File: src/chl_pkg.sv
// chl_pkg: register map, field positions, reset values and states
package chl_pkg;

   // ***************************************************************
   // register map (byte addresses)
   // ***************************************************************
   localparam int          AW          = 6;
   localparam int          DW          = 32;
   localparam logic [5:0]  CMD_OFF     = 6'h00;
   localparam logic [5:0]  MODE_OFF    = 6'h04;
   localparam logic [5:0]  BLK_OFF     = 6'h08;
   localparam logic [5:0]  DATA_OFF    = 6'h0C;
   localparam logic [5:0]  STAT_OFF    = 6'h10;
   localparam logic [5:0]  MASK_OFF    = 6'h14;
   localparam logic [5:0]  RXCNT_OFF   = 6'h18;
   localparam logic [5:0]  TXCNT_OFF   = 6'h1C;
   localparam logic [5:0]  DMACTL_OFF  = 6'h20;

   // ***************************************************************
   // field positions
   // ***************************************************************
   localparam int          CMD_R1B     = 6;
   localparam int          CMD_DATA    = 7;
   localparam int          CMD_WRITE   = 8;
   localparam int          MODE_SLOTB  = 0;
   localparam int          MODE_WIDE   = 1;
   localparam int          MODE_HDUP   = 2;
   localparam int          BLK_CNT_LSB = 16;
   localparam int          DMA_RX_EN   = 0;
   localparam int          DMA_TX_EN   = 1;
   localparam int          ST_CMDDONE  = 0;
   localparam int          ST_DATADONE = 1;
   localparam int          ST_SDIO     = 2;
   localparam int          ST_RXEND    = 3;
   localparam int          ST_RXFULL   = 4;
   localparam int          ST_TXEND    = 5;
   localparam int          ST_TXEMPTY  = 6;
   localparam int          ST_DTOUT    = 7;
   localparam int          ST_BUSY     = 8;

   // ***************************************************************
   // reset values and counts
   // ***************************************************************
   localparam logic [2:0]  MODE_RST    = 3'h0;
   localparam logic [8:0]  MASK_RST    = 9'h000;
   localparam logic [8:0]  STAT_RST    = 9'h078;
   localparam logic [6:0]  CMD_LAST    = 7'h5F;
   localparam logic [15:0] MIN_WR_B    = 16'h000C;
   localparam logic [5:0]  CMD_STOP    = 6'h0C;

   typedef enum logic [2:0] {
      S_IDLE, S_CMD, S_BUSY, S_WSTART, S_RX, S_TX
   } chl_state_type;

   // only the stop command waits out the busy after its response
   function automatic logic busy_honoured(input logic [5:0] idx);
      return idx == CMD_STOP;
   endfunction : busy_honoured

endpackage : chl_pkg

File: src/chl_link_sync.sv
// chl_link_sync: card clock and data line synchroniser, clock edge finder
`timescale 1ns/1ps
module chl_link_sync (
   input  wire logic       clk_sys_i,
   input  wire logic       rst_n_i,
   input  wire logic       card_clk_i,
   input  wire logic [7:0] dat_i,
   output logic            cclk_rise_o,
   output logic [7:0]      dat_o
);

   logic [8:0] meta_q;
   logic [8:0] sync_q;
   logic       clk_old_q;

   // ***************************************************************
   // two flops, then edge detect on the second stage only
   // ***************************************************************
   always_ff @(posedge clk_sys_i or negedge rst_n_i) begin
      if (!rst_n_i) begin
         meta_q    <= 9'h1FF;
         sync_q    <= 9'h1FF;
         clk_old_q <= 1'b1;
      end else begin
         meta_q    <= {card_clk_i, dat_i};
         sync_q    <= meta_q;
         clk_old_q <= sync_q[8];
      end
   end

   assign cclk_rise_o = sync_q[8] & ~clk_old_q;
   assign dat_o       = sync_q[7:0];

endmodule : chl_link_sync

File: src/chl_card_host.sv
// chl_card_host: card host interface engine with its dma counters
`timescale 1ns/1ps
module chl_card_host (
   input  wire logic        clk_sys_i,
   input  wire logic        rst_n_i,
   input  wire logic [5:0]  reg_addr_i,
   input  wire logic [31:0] reg_wdata_i,
   input  wire logic        reg_wr_i,
   input  wire logic        reg_rd_i,
   output logic      [31:0] reg_rdata_o,
   output logic             irq_o,
   input  wire logic        card_clk_i,
   input  wire logic [7:0]  dat_i,
   output logic             dat0_o,
   output logic             dat0_oe_o,
   output logic             slot_b_sel_o
);

   chl_pkg::chl_state_type state_q;
   chl_pkg::chl_state_type state_d;

   logic [8:0]  cmd_q;
   logic [2:0]  mode_q;
   logic [11:0] blk_len_q;
   logic [11:0] blk_cnt_q;
   logic [31:0] tx_word_q;
   logic [31:0] tx_sh_q;
   logic [31:0] rx_q;
   logic [8:0]  stat_q;
   logic [8:0]  mask_q;
   logic [15:0] rx_cnt_q;
   logic [15:0] tx_cnt_q;
   logic [1:0]  dma_en_q;
   logic        en_seen_q;
   logic [6:0]  cnt_q;
   logic [23:0] bytes_q;
   logic [31:0] rdata_q;
   logic        irq_q;
   logic        dat0_q;
   logic        oe_q;

   // ***************************************************************
   // link sampling
   // ***************************************************************
   logic       cclk_rise;
   logic [7:0] dat_s;

   chl_link_sync u_sync (
      .clk_sys_i   (clk_sys_i),
      .rst_n_i     (rst_n_i),
      .card_clk_i  (card_clk_i),
      .dat_i       (dat_i),
      .cclk_rise_o (cclk_rise),
      .dat_o       (dat_s)
   );

   // ***************************************************************
   // decode
   // ***************************************************************
   wire        wr_cmd   = reg_wr_i & (reg_addr_i == chl_pkg::CMD_OFF);
   wire        wr_mode  = reg_wr_i & (reg_addr_i == chl_pkg::MODE_OFF);
   wire        wr_blk   = reg_wr_i & (reg_addr_i == chl_pkg::BLK_OFF);
   wire        wr_data  = reg_wr_i & (reg_addr_i == chl_pkg::DATA_OFF);
   wire        wr_stat  = reg_wr_i & (reg_addr_i == chl_pkg::STAT_OFF);
   wire        wr_mask  = reg_wr_i & (reg_addr_i == chl_pkg::MASK_OFF);
   wire        wr_rxc   = reg_wr_i & (reg_addr_i == chl_pkg::RXCNT_OFF);
   wire        wr_txc   = reg_wr_i & (reg_addr_i == chl_pkg::TXCNT_OFF);
   wire        wr_dma   = reg_wr_i & (reg_addr_i == chl_pkg::DMACTL_OFF);
   wire        slot_b   = mode_q[chl_pkg::MODE_SLOTB];
   wire        wide     = mode_q[chl_pkg::MODE_WIDE];
   wire        hdup     = mode_q[chl_pkg::MODE_HDUP];
   wire [3:0]  sel_dat  = slot_b ? dat_s[7:4] : dat_s[3:0];
   wire        is_idle  = state_q == chl_pkg::S_IDLE;
   // a new command is taken when idle, or as any command, stop or not,
   // that frees a read stalled on its start bit
   wire        take_cmd = wr_cmd & (is_idle |
                          (state_q == chl_pkg::S_WSTART));
   wire        cmd_end  = (state_q == chl_pkg::S_CMD) & cclk_rise &
                          (cnt_q == chl_pkg::CMD_LAST);
   wire [5:0]  idx      = cmd_q[5:0];
   wire        r1b      = cmd_q[chl_pkg::CMD_R1B];
   wire        has_data = cmd_q[chl_pkg::CMD_DATA];
   wire        is_write = cmd_q[chl_pkg::CMD_WRITE];
   wire        xfer     = ((state_q == chl_pkg::S_RX) |
                           (state_q == chl_pkg::S_TX)) & cclk_rise;
   wire        byte_end = xfer & (cnt_q[2:0] == 3'h7);
   wire        word_end = xfer & (cnt_q[4:0] == 5'h1F);
   wire        last_b   = byte_end & (bytes_q == 24'h000001);
   wire [23:0] total    = 24'(blk_len_q * blk_cnt_q);
   // short write counters refuse the data phase
   wire        wr_short = tx_cnt_q < chl_pkg::MIN_WR_B;
   wire        rx_dec   = byte_end & (state_q == chl_pkg::S_RX) &
                          dma_en_q[chl_pkg::DMA_RX_EN] & (rx_cnt_q != 0);
   wire        tx_dec   = byte_end & (state_q == chl_pkg::S_TX) &
                          dma_en_q[chl_pkg::DMA_TX_EN] & (tx_cnt_q != 0);
   wire        rx_hit   = rx_dec & (rx_cnt_q == 16'h0001);
   wire        tx_hit   = tx_dec & (tx_cnt_q == 16'h0001);
   // in half duplex a counter reload leaves stale flags behind until
   // some channel has been enabled once
   wire        clr_ok   = ~hdup | en_seen_q;
   wire        rx_en_w  = wr_dma & reg_wdata_i[chl_pkg::DMA_RX_EN];
   wire        tx_en_w  = wr_dma & reg_wdata_i[chl_pkg::DMA_TX_EN];
   wire        rx_clr   = (wr_rxc & (reg_wdata_i[15:0] != 0) & clr_ok) |
                          (rx_en_w & (rx_cnt_q != 0));
   wire        tx_clr   = (wr_txc & (reg_wdata_i[15:0] != 0) & clr_ok) |
                          (tx_en_w & (tx_cnt_q != 0));
   // 1-bit bus on slot b reads an idle line, so nothing is caught
   wire        sdio_ln  = (wide | ~slot_b) ? sel_dat[1] : 1'b1;
   wire        sdio_set = is_idle & cclk_rise & ~sdio_ln;
   // no access timer exists behind this flag
   wire        dto_set  = 1'b0;

   wire [8:0] set_v = {1'b0, dto_set, tx_hit, tx_hit, rx_hit, rx_hit,
                       sdio_set, last_b, cmd_end};
   wire [8:0] w1c_v = wr_stat ? {1'b0, reg_wdata_i[7], 4'h0,
                                 reg_wdata_i[2:0]} : 9'h000;
   wire [8:0] dclr_v = {2'h0, tx_clr, tx_clr, rx_clr, rx_clr, 3'h0};
   wire [8:0] stat_d = set_v | (stat_q & ~w1c_v & ~dclr_v);

   // ***************************************************************
   // command and data sequencer
   // ***************************************************************
   always_comb begin
      state_d = state_q;
      unique case (state_q)
         chl_pkg::S_IDLE:
            if (take_cmd) state_d = chl_pkg::S_CMD;
         chl_pkg::S_CMD:
            if (cmd_end) begin
               if (r1b & chl_pkg::busy_honoured(idx))
                  state_d = chl_pkg::S_BUSY;
               else if (!has_data || total == 0)
                  state_d = chl_pkg::S_IDLE;
               else if (!is_write)
                  state_d = chl_pkg::S_WSTART;
               else if (wr_short)
                  state_d = chl_pkg::S_IDLE;
               else
                  state_d = chl_pkg::S_TX;
            end
         chl_pkg::S_BUSY:
            if (cclk_rise & sel_dat[0]) state_d = chl_pkg::S_IDLE;
         chl_pkg::S_WSTART:
            if (take_cmd) state_d = chl_pkg::S_CMD;
            else if (cclk_rise & ~sel_dat[0])
               state_d = chl_pkg::S_RX;
         chl_pkg::S_RX,
         chl_pkg::S_TX:
            if (last_b) state_d = chl_pkg::S_IDLE;
      endcase
   end

   always_ff @(posedge clk_sys_i or negedge rst_n_i) begin
      if (!rst_n_i) begin
         state_q <= chl_pkg::S_IDLE;
         cnt_q   <= 7'h00;
         bytes_q <= 24'h000000;
      end else begin
         state_q <= state_d;
         if (take_cmd || (state_q != state_d)) cnt_q <= 7'h00;
         else if (cclk_rise) cnt_q <= cnt_q + 7'h01;
         if (cmd_end) bytes_q <= total;
         else if (byte_end) bytes_q <= bytes_q - 24'h000001;
      end
   end

   // ***************************************************************
   // data shifters; no buffering, a late data word is simply resent
   // ***************************************************************
   always_ff @(posedge clk_sys_i or negedge rst_n_i) begin
      if (!rst_n_i) begin
         tx_sh_q <= 32'h00000000;
         rx_q    <= 32'h00000000;
         dat0_q  <= 1'b1;
         oe_q    <= 1'b0;
      end else begin
         if (cmd_end || word_end) tx_sh_q <= tx_word_q;
         else if (xfer) tx_sh_q <= {tx_sh_q[30:0], 1'b1};
         if (xfer && state_q == chl_pkg::S_RX)
            rx_q <= {rx_q[30:0], sel_dat[0]};
         // driven whatever the card shows on the line
         oe_q   <= state_d == chl_pkg::S_TX;
         dat0_q <= (state_d == chl_pkg::S_TX) ?
                   ((cmd_end || word_end) ? tx_word_q[31] :
                    (xfer ? tx_sh_q[30] : tx_sh_q[31])) : 1'b1;
      end
   end

   // ***************************************************************
   // registers, dma counters and flags
   // ***************************************************************
   always_ff @(posedge clk_sys_i or negedge rst_n_i) begin
      if (!rst_n_i) begin
         cmd_q     <= 9'h000;
         mode_q    <= chl_pkg::MODE_RST;
         blk_len_q <= 12'h000;
         blk_cnt_q <= 12'h000;
         tx_word_q <= 32'h00000000;
         mask_q    <= chl_pkg::MASK_RST;
         // counters reset empty, so the dma end and buffer flags start set
         stat_q    <= chl_pkg::STAT_RST;
         rx_cnt_q  <= 16'h0000;
         tx_cnt_q  <= 16'h0000;
         dma_en_q  <= 2'h0;
         en_seen_q <= 1'b0;
      end else begin
         if (take_cmd) cmd_q <= reg_wdata_i[8:0];
         if (wr_mode && is_idle) mode_q <= reg_wdata_i[2:0];
         if (wr_blk) begin
            blk_len_q <= reg_wdata_i[11:0];
            blk_cnt_q <= reg_wdata_i[chl_pkg::BLK_CNT_LSB +: 12];
         end
         if (wr_data) tx_word_q <= reg_wdata_i;
         if (wr_mask) mask_q <= reg_wdata_i[8:0];
         stat_q <= stat_d;
         if (wr_rxc) rx_cnt_q <= reg_wdata_i[15:0];
         else if (rx_dec) rx_cnt_q <= rx_cnt_q - 16'h0001;
         if (wr_txc) tx_cnt_q <= reg_wdata_i[15:0];
         else if (tx_dec) tx_cnt_q <= tx_cnt_q - 16'h0001;
         if (wr_dma) dma_en_q <= reg_wdata_i[1:0];
         if (rx_en_w || tx_en_w) en_seen_q <= 1'b1;
      end
   end

   // ***************************************************************
   // read port and interrupt
   // ***************************************************************
   wire [8:0]  stat_rd = {~is_idle, stat_q[7:0]};
   wire [31:0] rd_mux =
      (reg_addr_i == chl_pkg::CMD_OFF)    ? {23'h0, cmd_q} :
      (reg_addr_i == chl_pkg::MODE_OFF)   ? {29'h0, mode_q} :
      (reg_addr_i == chl_pkg::BLK_OFF)    ? {4'h0, blk_cnt_q,
                                             4'h0, blk_len_q} :
      (reg_addr_i == chl_pkg::DATA_OFF)   ? rx_q :
      (reg_addr_i == chl_pkg::STAT_OFF)   ? {23'h0, stat_rd} :
      (reg_addr_i == chl_pkg::MASK_OFF)   ? {23'h0, mask_q} :
      (reg_addr_i == chl_pkg::RXCNT_OFF)  ? {16'h0, rx_cnt_q} :
      (reg_addr_i == chl_pkg::TXCNT_OFF)  ? {16'h0, tx_cnt_q} :
      (reg_addr_i == chl_pkg::DMACTL_OFF) ? {30'h0, dma_en_q} :
      32'h00000000;

   always_ff @(posedge clk_sys_i or negedge rst_n_i) begin
      if (!rst_n_i) begin
         rdata_q <= 32'h00000000;
         irq_q   <= 1'b0;
      end else begin
         rdata_q <= reg_rd_i ? rd_mux : 32'h00000000;
         irq_q   <= |(stat_d[7:0] & mask_q[7:0]);
      end
   end

   assign reg_rdata_o  = rdata_q;
   assign irq_o        = irq_q;
   assign dat0_o       = dat0_q;
   assign dat0_oe_o    = oe_q;
   assign slot_b_sel_o = mode_q[chl_pkg::MODE_SLOTB];
endmodule : chl_card_host

File: config.mk
export PLATFORM = sky130hd
export DESIGN_NAME = chl_card_host
export DESIGN_NICKNAME = d
export VERILOG_FILES = /design/src/chl_pkg.sv /design/src/chl_link_sync.sv /design/src/chl_card_host.sv
export SDC_FILE = /design/constraint.sdc
export NUM_CORES = 1
export LEC_CHECK = 0
export ABC_AREA = 1
export ABC_CLOCK_PERIOD_IN_PS = 5300
export BUFFER_PORTS_ARGS = -buffer_cell sky130_fd_sc_hd__buf_2
export CAP_MARGIN = 10
export CORE_MARGIN = 1.5
export CORE_UTILIZATION = 52
export CTS_BUF_LIST = sky130_fd_sc_hd__clkbuf_16
export CTS_CLUSTER_DIAMETER = 150
export DETAILED_ROUTE_END_ITERATION = 10
export GPL_ROUTABILITY_DRIVEN = 1
export PLACE_DENSITY = 0.73
export SYNTH_ARGS = -nofsm -noshare
export SYNTH_HDL_FRONTEND = slang
export SYNTH_SLANG_ARGS = --single-unit
File: constraint.sdc
create_clock -name clk_sys_i -period 5.3 [get_ports clk_sys_i]
set_input_delay 0.795 -clock clk_sys_i [delete_from_list [all_inputs] [get_ports clk_sys_i]]
set_output_delay 0.795 -clock clk_sys_i [all_outputs]
set_load 0.03 [all_outputs]
==> out/results.txt <==
The run finished, with violations left. The checks that failed: negative setup slack. The logs give 4.193 mW for the internal power consumption and 20670 um^2 for the design area.

For the via count of the first global-routing pass, the log shows 15570. The height of the chip works out to 186.7 um. The worst hold path terminates at u_sync.meta_q[5]$_DFF_PN1_. The TritonCTS buffer count was 30. Summed over all layers, the global routing overflow is 0. The logs give 1 for the number of H-tree levels and 48.65% for the global routing usage on met2. The logs give 1406 for the number of DRC violations after detailed-routing iteration 0 and 27.80% for the all-layer global routing usage.

Initial antenna violation count: 0. The number of I/O pins is 87, and the mean area per synthesized cell is 7.927 um^2. The run gives 9 as the number of endpoints failing setup at the final stage. The startpoint identified for the worst register-to-register timing path is blk_len_q[4]$_DFFE_PN0P_. The slowest library cell on the worst path was sky130_fd_sc_hd__fa_1. In this run the core area contains 67 standard-cell rows. The endpoint class of the critical path was a flip-flop. Per report_power, the combinational group accounts for 23.2% of the total. Routability-driven placement finished with a final weighted congestion of 0.9210.

The worst pin sits at a relative slew slack of 30.91%. Antenna cell count: 0. Cell family with the largest share of critical-path delay: adder cells.

The final critical-path share of the clock period is 100.6%. The die covers 34850 um^2. The analysis attributes to cell leakage a power of 10.67 nW.

At the later pin of the worst-skew pair, clock insertion delay measures 0.55 ns. The run gives 0 as the warning count from the yosys run. After detailed routing, the number of vias per cell comes to 5.460.

Once the floorplan was initialized, standard cells occupied 52.58% of the core. Counting both buffers and inverters, the worst setup path holds a total of 4. The wire length per cell came out at 17.23 um. In this run, synthesis inferred 0 flip-flops with an integrated enable. VDD sags by at most 0.2606 mV.

Path type of the worst min-delay path: in -> reg. The total number of vias is 15520, and the power per cell area is 290.5 nW/um^2. For flop-to-flop paths, the worst setup slack is -0.03 ns. After filler insertion, the fill cell instance count of the layout stands at 2921. The clock power share was 37.6%. For this run, the register share of the synthesized area comes to 37.77%.

For the max-capacitance violation count, the log shows 0. Data arrives at the worst endpoint at 5.81 ns. The run gives -0.02986 ns as the worst setup margin. The wire-length estimate of the detail-placed layout is 35060 um. The clock transition time at the flip-flop clock pins of the worst setup and hold paths works out to 0.06 ns. The tools report the clock tree skew after final layout as 0.01002 ns. The first TritonRoute pass finished after 7 iterations.

The core box area is 33360 um^2, and the clock sink count is 264. The tools report the synthesized instance count as 2213. Dominant synthesized flop cell: sky130_fd_sc_hd__dfrtp_1. Data on the critical path is required at its endpoint by 5.78 ns. The count of endpoints failing hold in the final timing report is 0. The power dissipated by switching net loads was 1.810 mW.

The worst min-delay path startpoint is dat_i[5]. Buffers placed on the I/O ports in this run total 82. The run gives 39.1% as the sequential cell fraction of total power. In this run the horizontal extent of the chip is 186.7 um.

The pin slew with the least headroom to its limit works out to 1.034 ns. The largest single stage delay on the critical path is 0.60 ns. The routed design has 48960 um of wire.

Startpoint-to-endpoint class of the critical path: reg -> reg. The fraction of registers with async set/reset is 100.0%. The largest net degree at the start of global routing is 129, and the layout net count is 2592. Net switching is 30.15% of the power.

The wire length of the first global-routing pass came out at 78430 um. In this run, post-CTS hold repair placed 0 buffers. Startpoint type of the worst setup path: a flip-flop. After detailed placement, the total cell area comes to 18910 um^2. The relative area change from synthesis to final layout is 17.81%, and the number of routed nets with antenna violations is 0. TritonCTS built the clock tree.

The clock passes through at most 3 buffers. For this run, global-route usage on met3 was measured as 3.141%. The share of cells above drive strength 1 is 17.38%. Master cell of the clock root buffer: sky130_fd_sc_hd__clkbuf_16. Counting distinct cell types in the post-synthesis netlist gives 52.

For the remaining routing DRC violations, the log shows 0. For the worst flop-to-flop path, the logic depth is 25. Derived from the worst setup path, the maximum achievable clock frequency is 187.6 MHz. The fraction of met1 tracks used by global routing is 34.99%. The synthesized netlist occupies a cell area of 17540 um^2.

The worst hold path stage count came out at 1. Setup repair after global routing could not meet its margin everywhere. met2 is the most crowded layer. The count of pins over their slew limit was 0; the final total power was 6.003 mW. Counting every net in the synthesized netlist gives 2435.

Of all nets on the critical path, the largest fanout is 6. The worst path needs 5.330 ns of the cycle, external delays included. Synthesis inferred 264 register bits. The endpoint of the worst register-to-register path is dat0_oe_o$_DFF_PN0_. The most critical setup path has its startpoint at blk_len_q[4]$_DFFE_PN0P_.
[timing repair]
| action | in CTS | in global routing |
|---|---|---|
| hold endpoints to repair | 0 | 0 |
| gates cloned | 0 | 1 |
| pin swaps | 1 | 48 |
| resized for setup | 17 | 97 |
| endpoints found under the setup margin | 10 | 12 |
| setup buffers | 9 | 22 |
[cells in the final DEF (no fill, tap or decap), types with 11 or more instances in the layout]
cell type,Yosys,final
sky130_fd_sc_hd__fa_1,100,94
sky130_fd_sc_hd__ha_4,0,11
sky130_fd_sc_hd__o22ai_1,12,12
sky130_fd_sc_hd__clkbuf_16,0,32
sky130_fd_sc_hd__nand2_1,595,568
sky130_fd_sc_hd__inv_2,9,18
sky130_fd_sc_hd__inv_1,393,387
sky130_fd_sc_hd__xor2_1,22,22
sky130_fd_sc_hd__nand2_2,9,31
sky130_fd_sc_hd__dfrtp_2,0,19
sky130_fd_sc_hd__dfstp_2,16,16
sky130_fd_sc_hd__nand4_1,15,15
sky130_fd_sc_hd__o211ai_1,16,16
sky130_fd_sc_hd__dfrtp_1,248,229
sky130_fd_sc_hd__nor2_1,119,113
sky130_fd_sc_hd__nor3_1,24,22
sky130_fd_sc_hd__ha_1,71,59
sky130_fd_sc_hd__buf_2,8,81
sky130_fd_sc_hd__nand3_1,123,116
sky130_fd_sc_hd__o221ai_1,29,29
sky130_fd_sc_hd__o21ai_0,158,158
sky130_fd_sc_hd__buf_4,1,109
sky130_fd_sc_hd__nand3_2,8,15
sky130_fd_sc_hd__a21oi_1,60,55
sky130_fd_sc_hd__nor2_2,17,19
[worst max-delay path by stage]
stage | endpoint | slack (ns) | cells past startpoint
after floorplan | cnt_q[4]$_DFFE_PN0P_ | 0.21 | 29
after CTS | cnt_q[1]$_DFFE_PN0P_ | 0.001 | 28
after global placement | cnt_q[4]$_DFFE_PN0P_ | -0.06 | 28
final | dat0_oe_o$_DFF_PN0_ | -0.03 | 25
after detailed placement | cnt_q[4]$_DFFE_PN0P_ | -0.16 | 25
after global routing | dat0_oe_o$_DFF_PN0_ | -0.27 | 25
[layer usage]
metal,routed length (um),vias up
met5,0,-
met3,2537,138
met2,24640,525
met4,2087,0
li1,-,7306
met1,19700,7548
[layout make-up]
| type | instances | area [um^2] | share of cell area (%) |
|---|---|---|---|
| repair buffers | 203 | 1423 | 6.884 |
| inverters | 406 | 1524 | 7.374 |
| well taps | 448 | 560.5 | 2.712 |
| flip-flops and latches | 264 | 6650 | 32.18 |
| multi-input cells | 1465 | 9424 | 45.60 |
| clock inverters | 25 | 309.0 | 1.495 |
| clock buffers | 31 | 775.7 | 3.754 |
[logic make-up (layout without fill, tap and decap cells)]
| group | count (synthesis) | after routing | share of synthesized area (%) |
|---|---|---|---|
| simple gates | 939 | 939 | 22.65 |
| flops | 264 | 264 | 37.77 |
| compound gates | 322 | 322 | 10.91 |
| xor+xnor | 28 | 28 | 1.398 |
| fa+ha+maj | 171 | 171 | 16.48 |
| buf+inv | 484 | 665 | 10.48 |
| mux | 5 | 5 | 0.3067 |
[flip-flops by register name (all words and copies together) (netlist names), 7 cells and up]
| register | count |
|---|---|
| reg_rdata_o | 32 |
| rx_q | 32 |
| cmd_q | 9 |
| tx_cnt_q | 16 |
| bytes_q | 24 |
| blk_cnt_q | 12 |
| rx_cnt_q | 16 |
| stat_q | 8 |
| cnt_q | 7 |
| mask_q | 9 |
| blk_len_q | 12 |
| tx_word_q | 32 |
| tx_sh_q | 32 |
[power groups by stage]
stage / clock, mW / combinational, mW / sequential, mW
6_report: 2.26 / 1.40 / 2.35
5_1_grt: 2.37 / 1.55 / 2.37
4_1_cts: 2.29 / 1.21 / 2.34
3_5_place_dp: 0 / 1.17 / 2.38
3_3_place_gp: 0 / 1.14 / 2.38
2_1_floorplan: 0 / 0.725 / 2.32
[stage by stage]
stage	setup TNS [ns]	utilization, %	std cells	setup WS, ns	hold slack, ns
floorplan	0	-	2213	0.2087	0.3452
finish	-0.1590	61.94	2842	-0.02986	0.3418
CTS	0	60.19	2819	0.001190	0.3214
global placement	-0.4078	56.67	2754	-0.05991	0.3456
detailed placement	-1.284	56.67	2754	-0.1622	0.3468
global route	-2.325	61.94	2842	-0.2713	0.3194
[cell usage after synthesis, types with 9 or more instances]
cell	instances	area [um^2]
sky130_fd_sc_hd__o211ai_1	16	120.1
sky130_fd_sc_hd__ha_1	71	888.4
sky130_fd_sc_hd__o221ai_1	29	254.0
sky130_fd_sc_hd__nor2_2	17	106.4
sky130_fd_sc_hd__fa_1	100	2002
sky130_fd_sc_hd__xor2_1	22	192.7
sky130_fd_sc_hd__a21oi_1	60	300.3
sky130_fd_sc_hd__o21ai_0	158	790.8
sky130_fd_sc_hd__nor2_1	119	446.7
sky130_fd_sc_hd__nand4_1	15	93.84
sky130_fd_sc_hd__clkbuf_1	66	247.7
sky130_fd_sc_hd__a22oi_1	10	75.07
sky130_fd_sc_hd__inv_2	9	33.78
sky130_fd_sc_hd__nand2_2	9	56.30
sky130_fd_sc_hd__nand3_1	123	615.6
sky130_fd_sc_hd__a221oi_1	9	78.83
sky130_fd_sc_hd__dfstp_2	16	420.4
sky130_fd_sc_hd__nor4_1	10	62.56
sky130_fd_sc_hd__nor3_1	24	120.1
sky130_fd_sc_hd__o22ai_1	12	75.07
sky130_fd_sc_hd__inv_1	393	1475
sky130_fd_sc_hd__nand2_1	595	2233
sky130_fd_sc_hd__dfrtp_1	248	6206
Power figures use the tool's default switching activity.
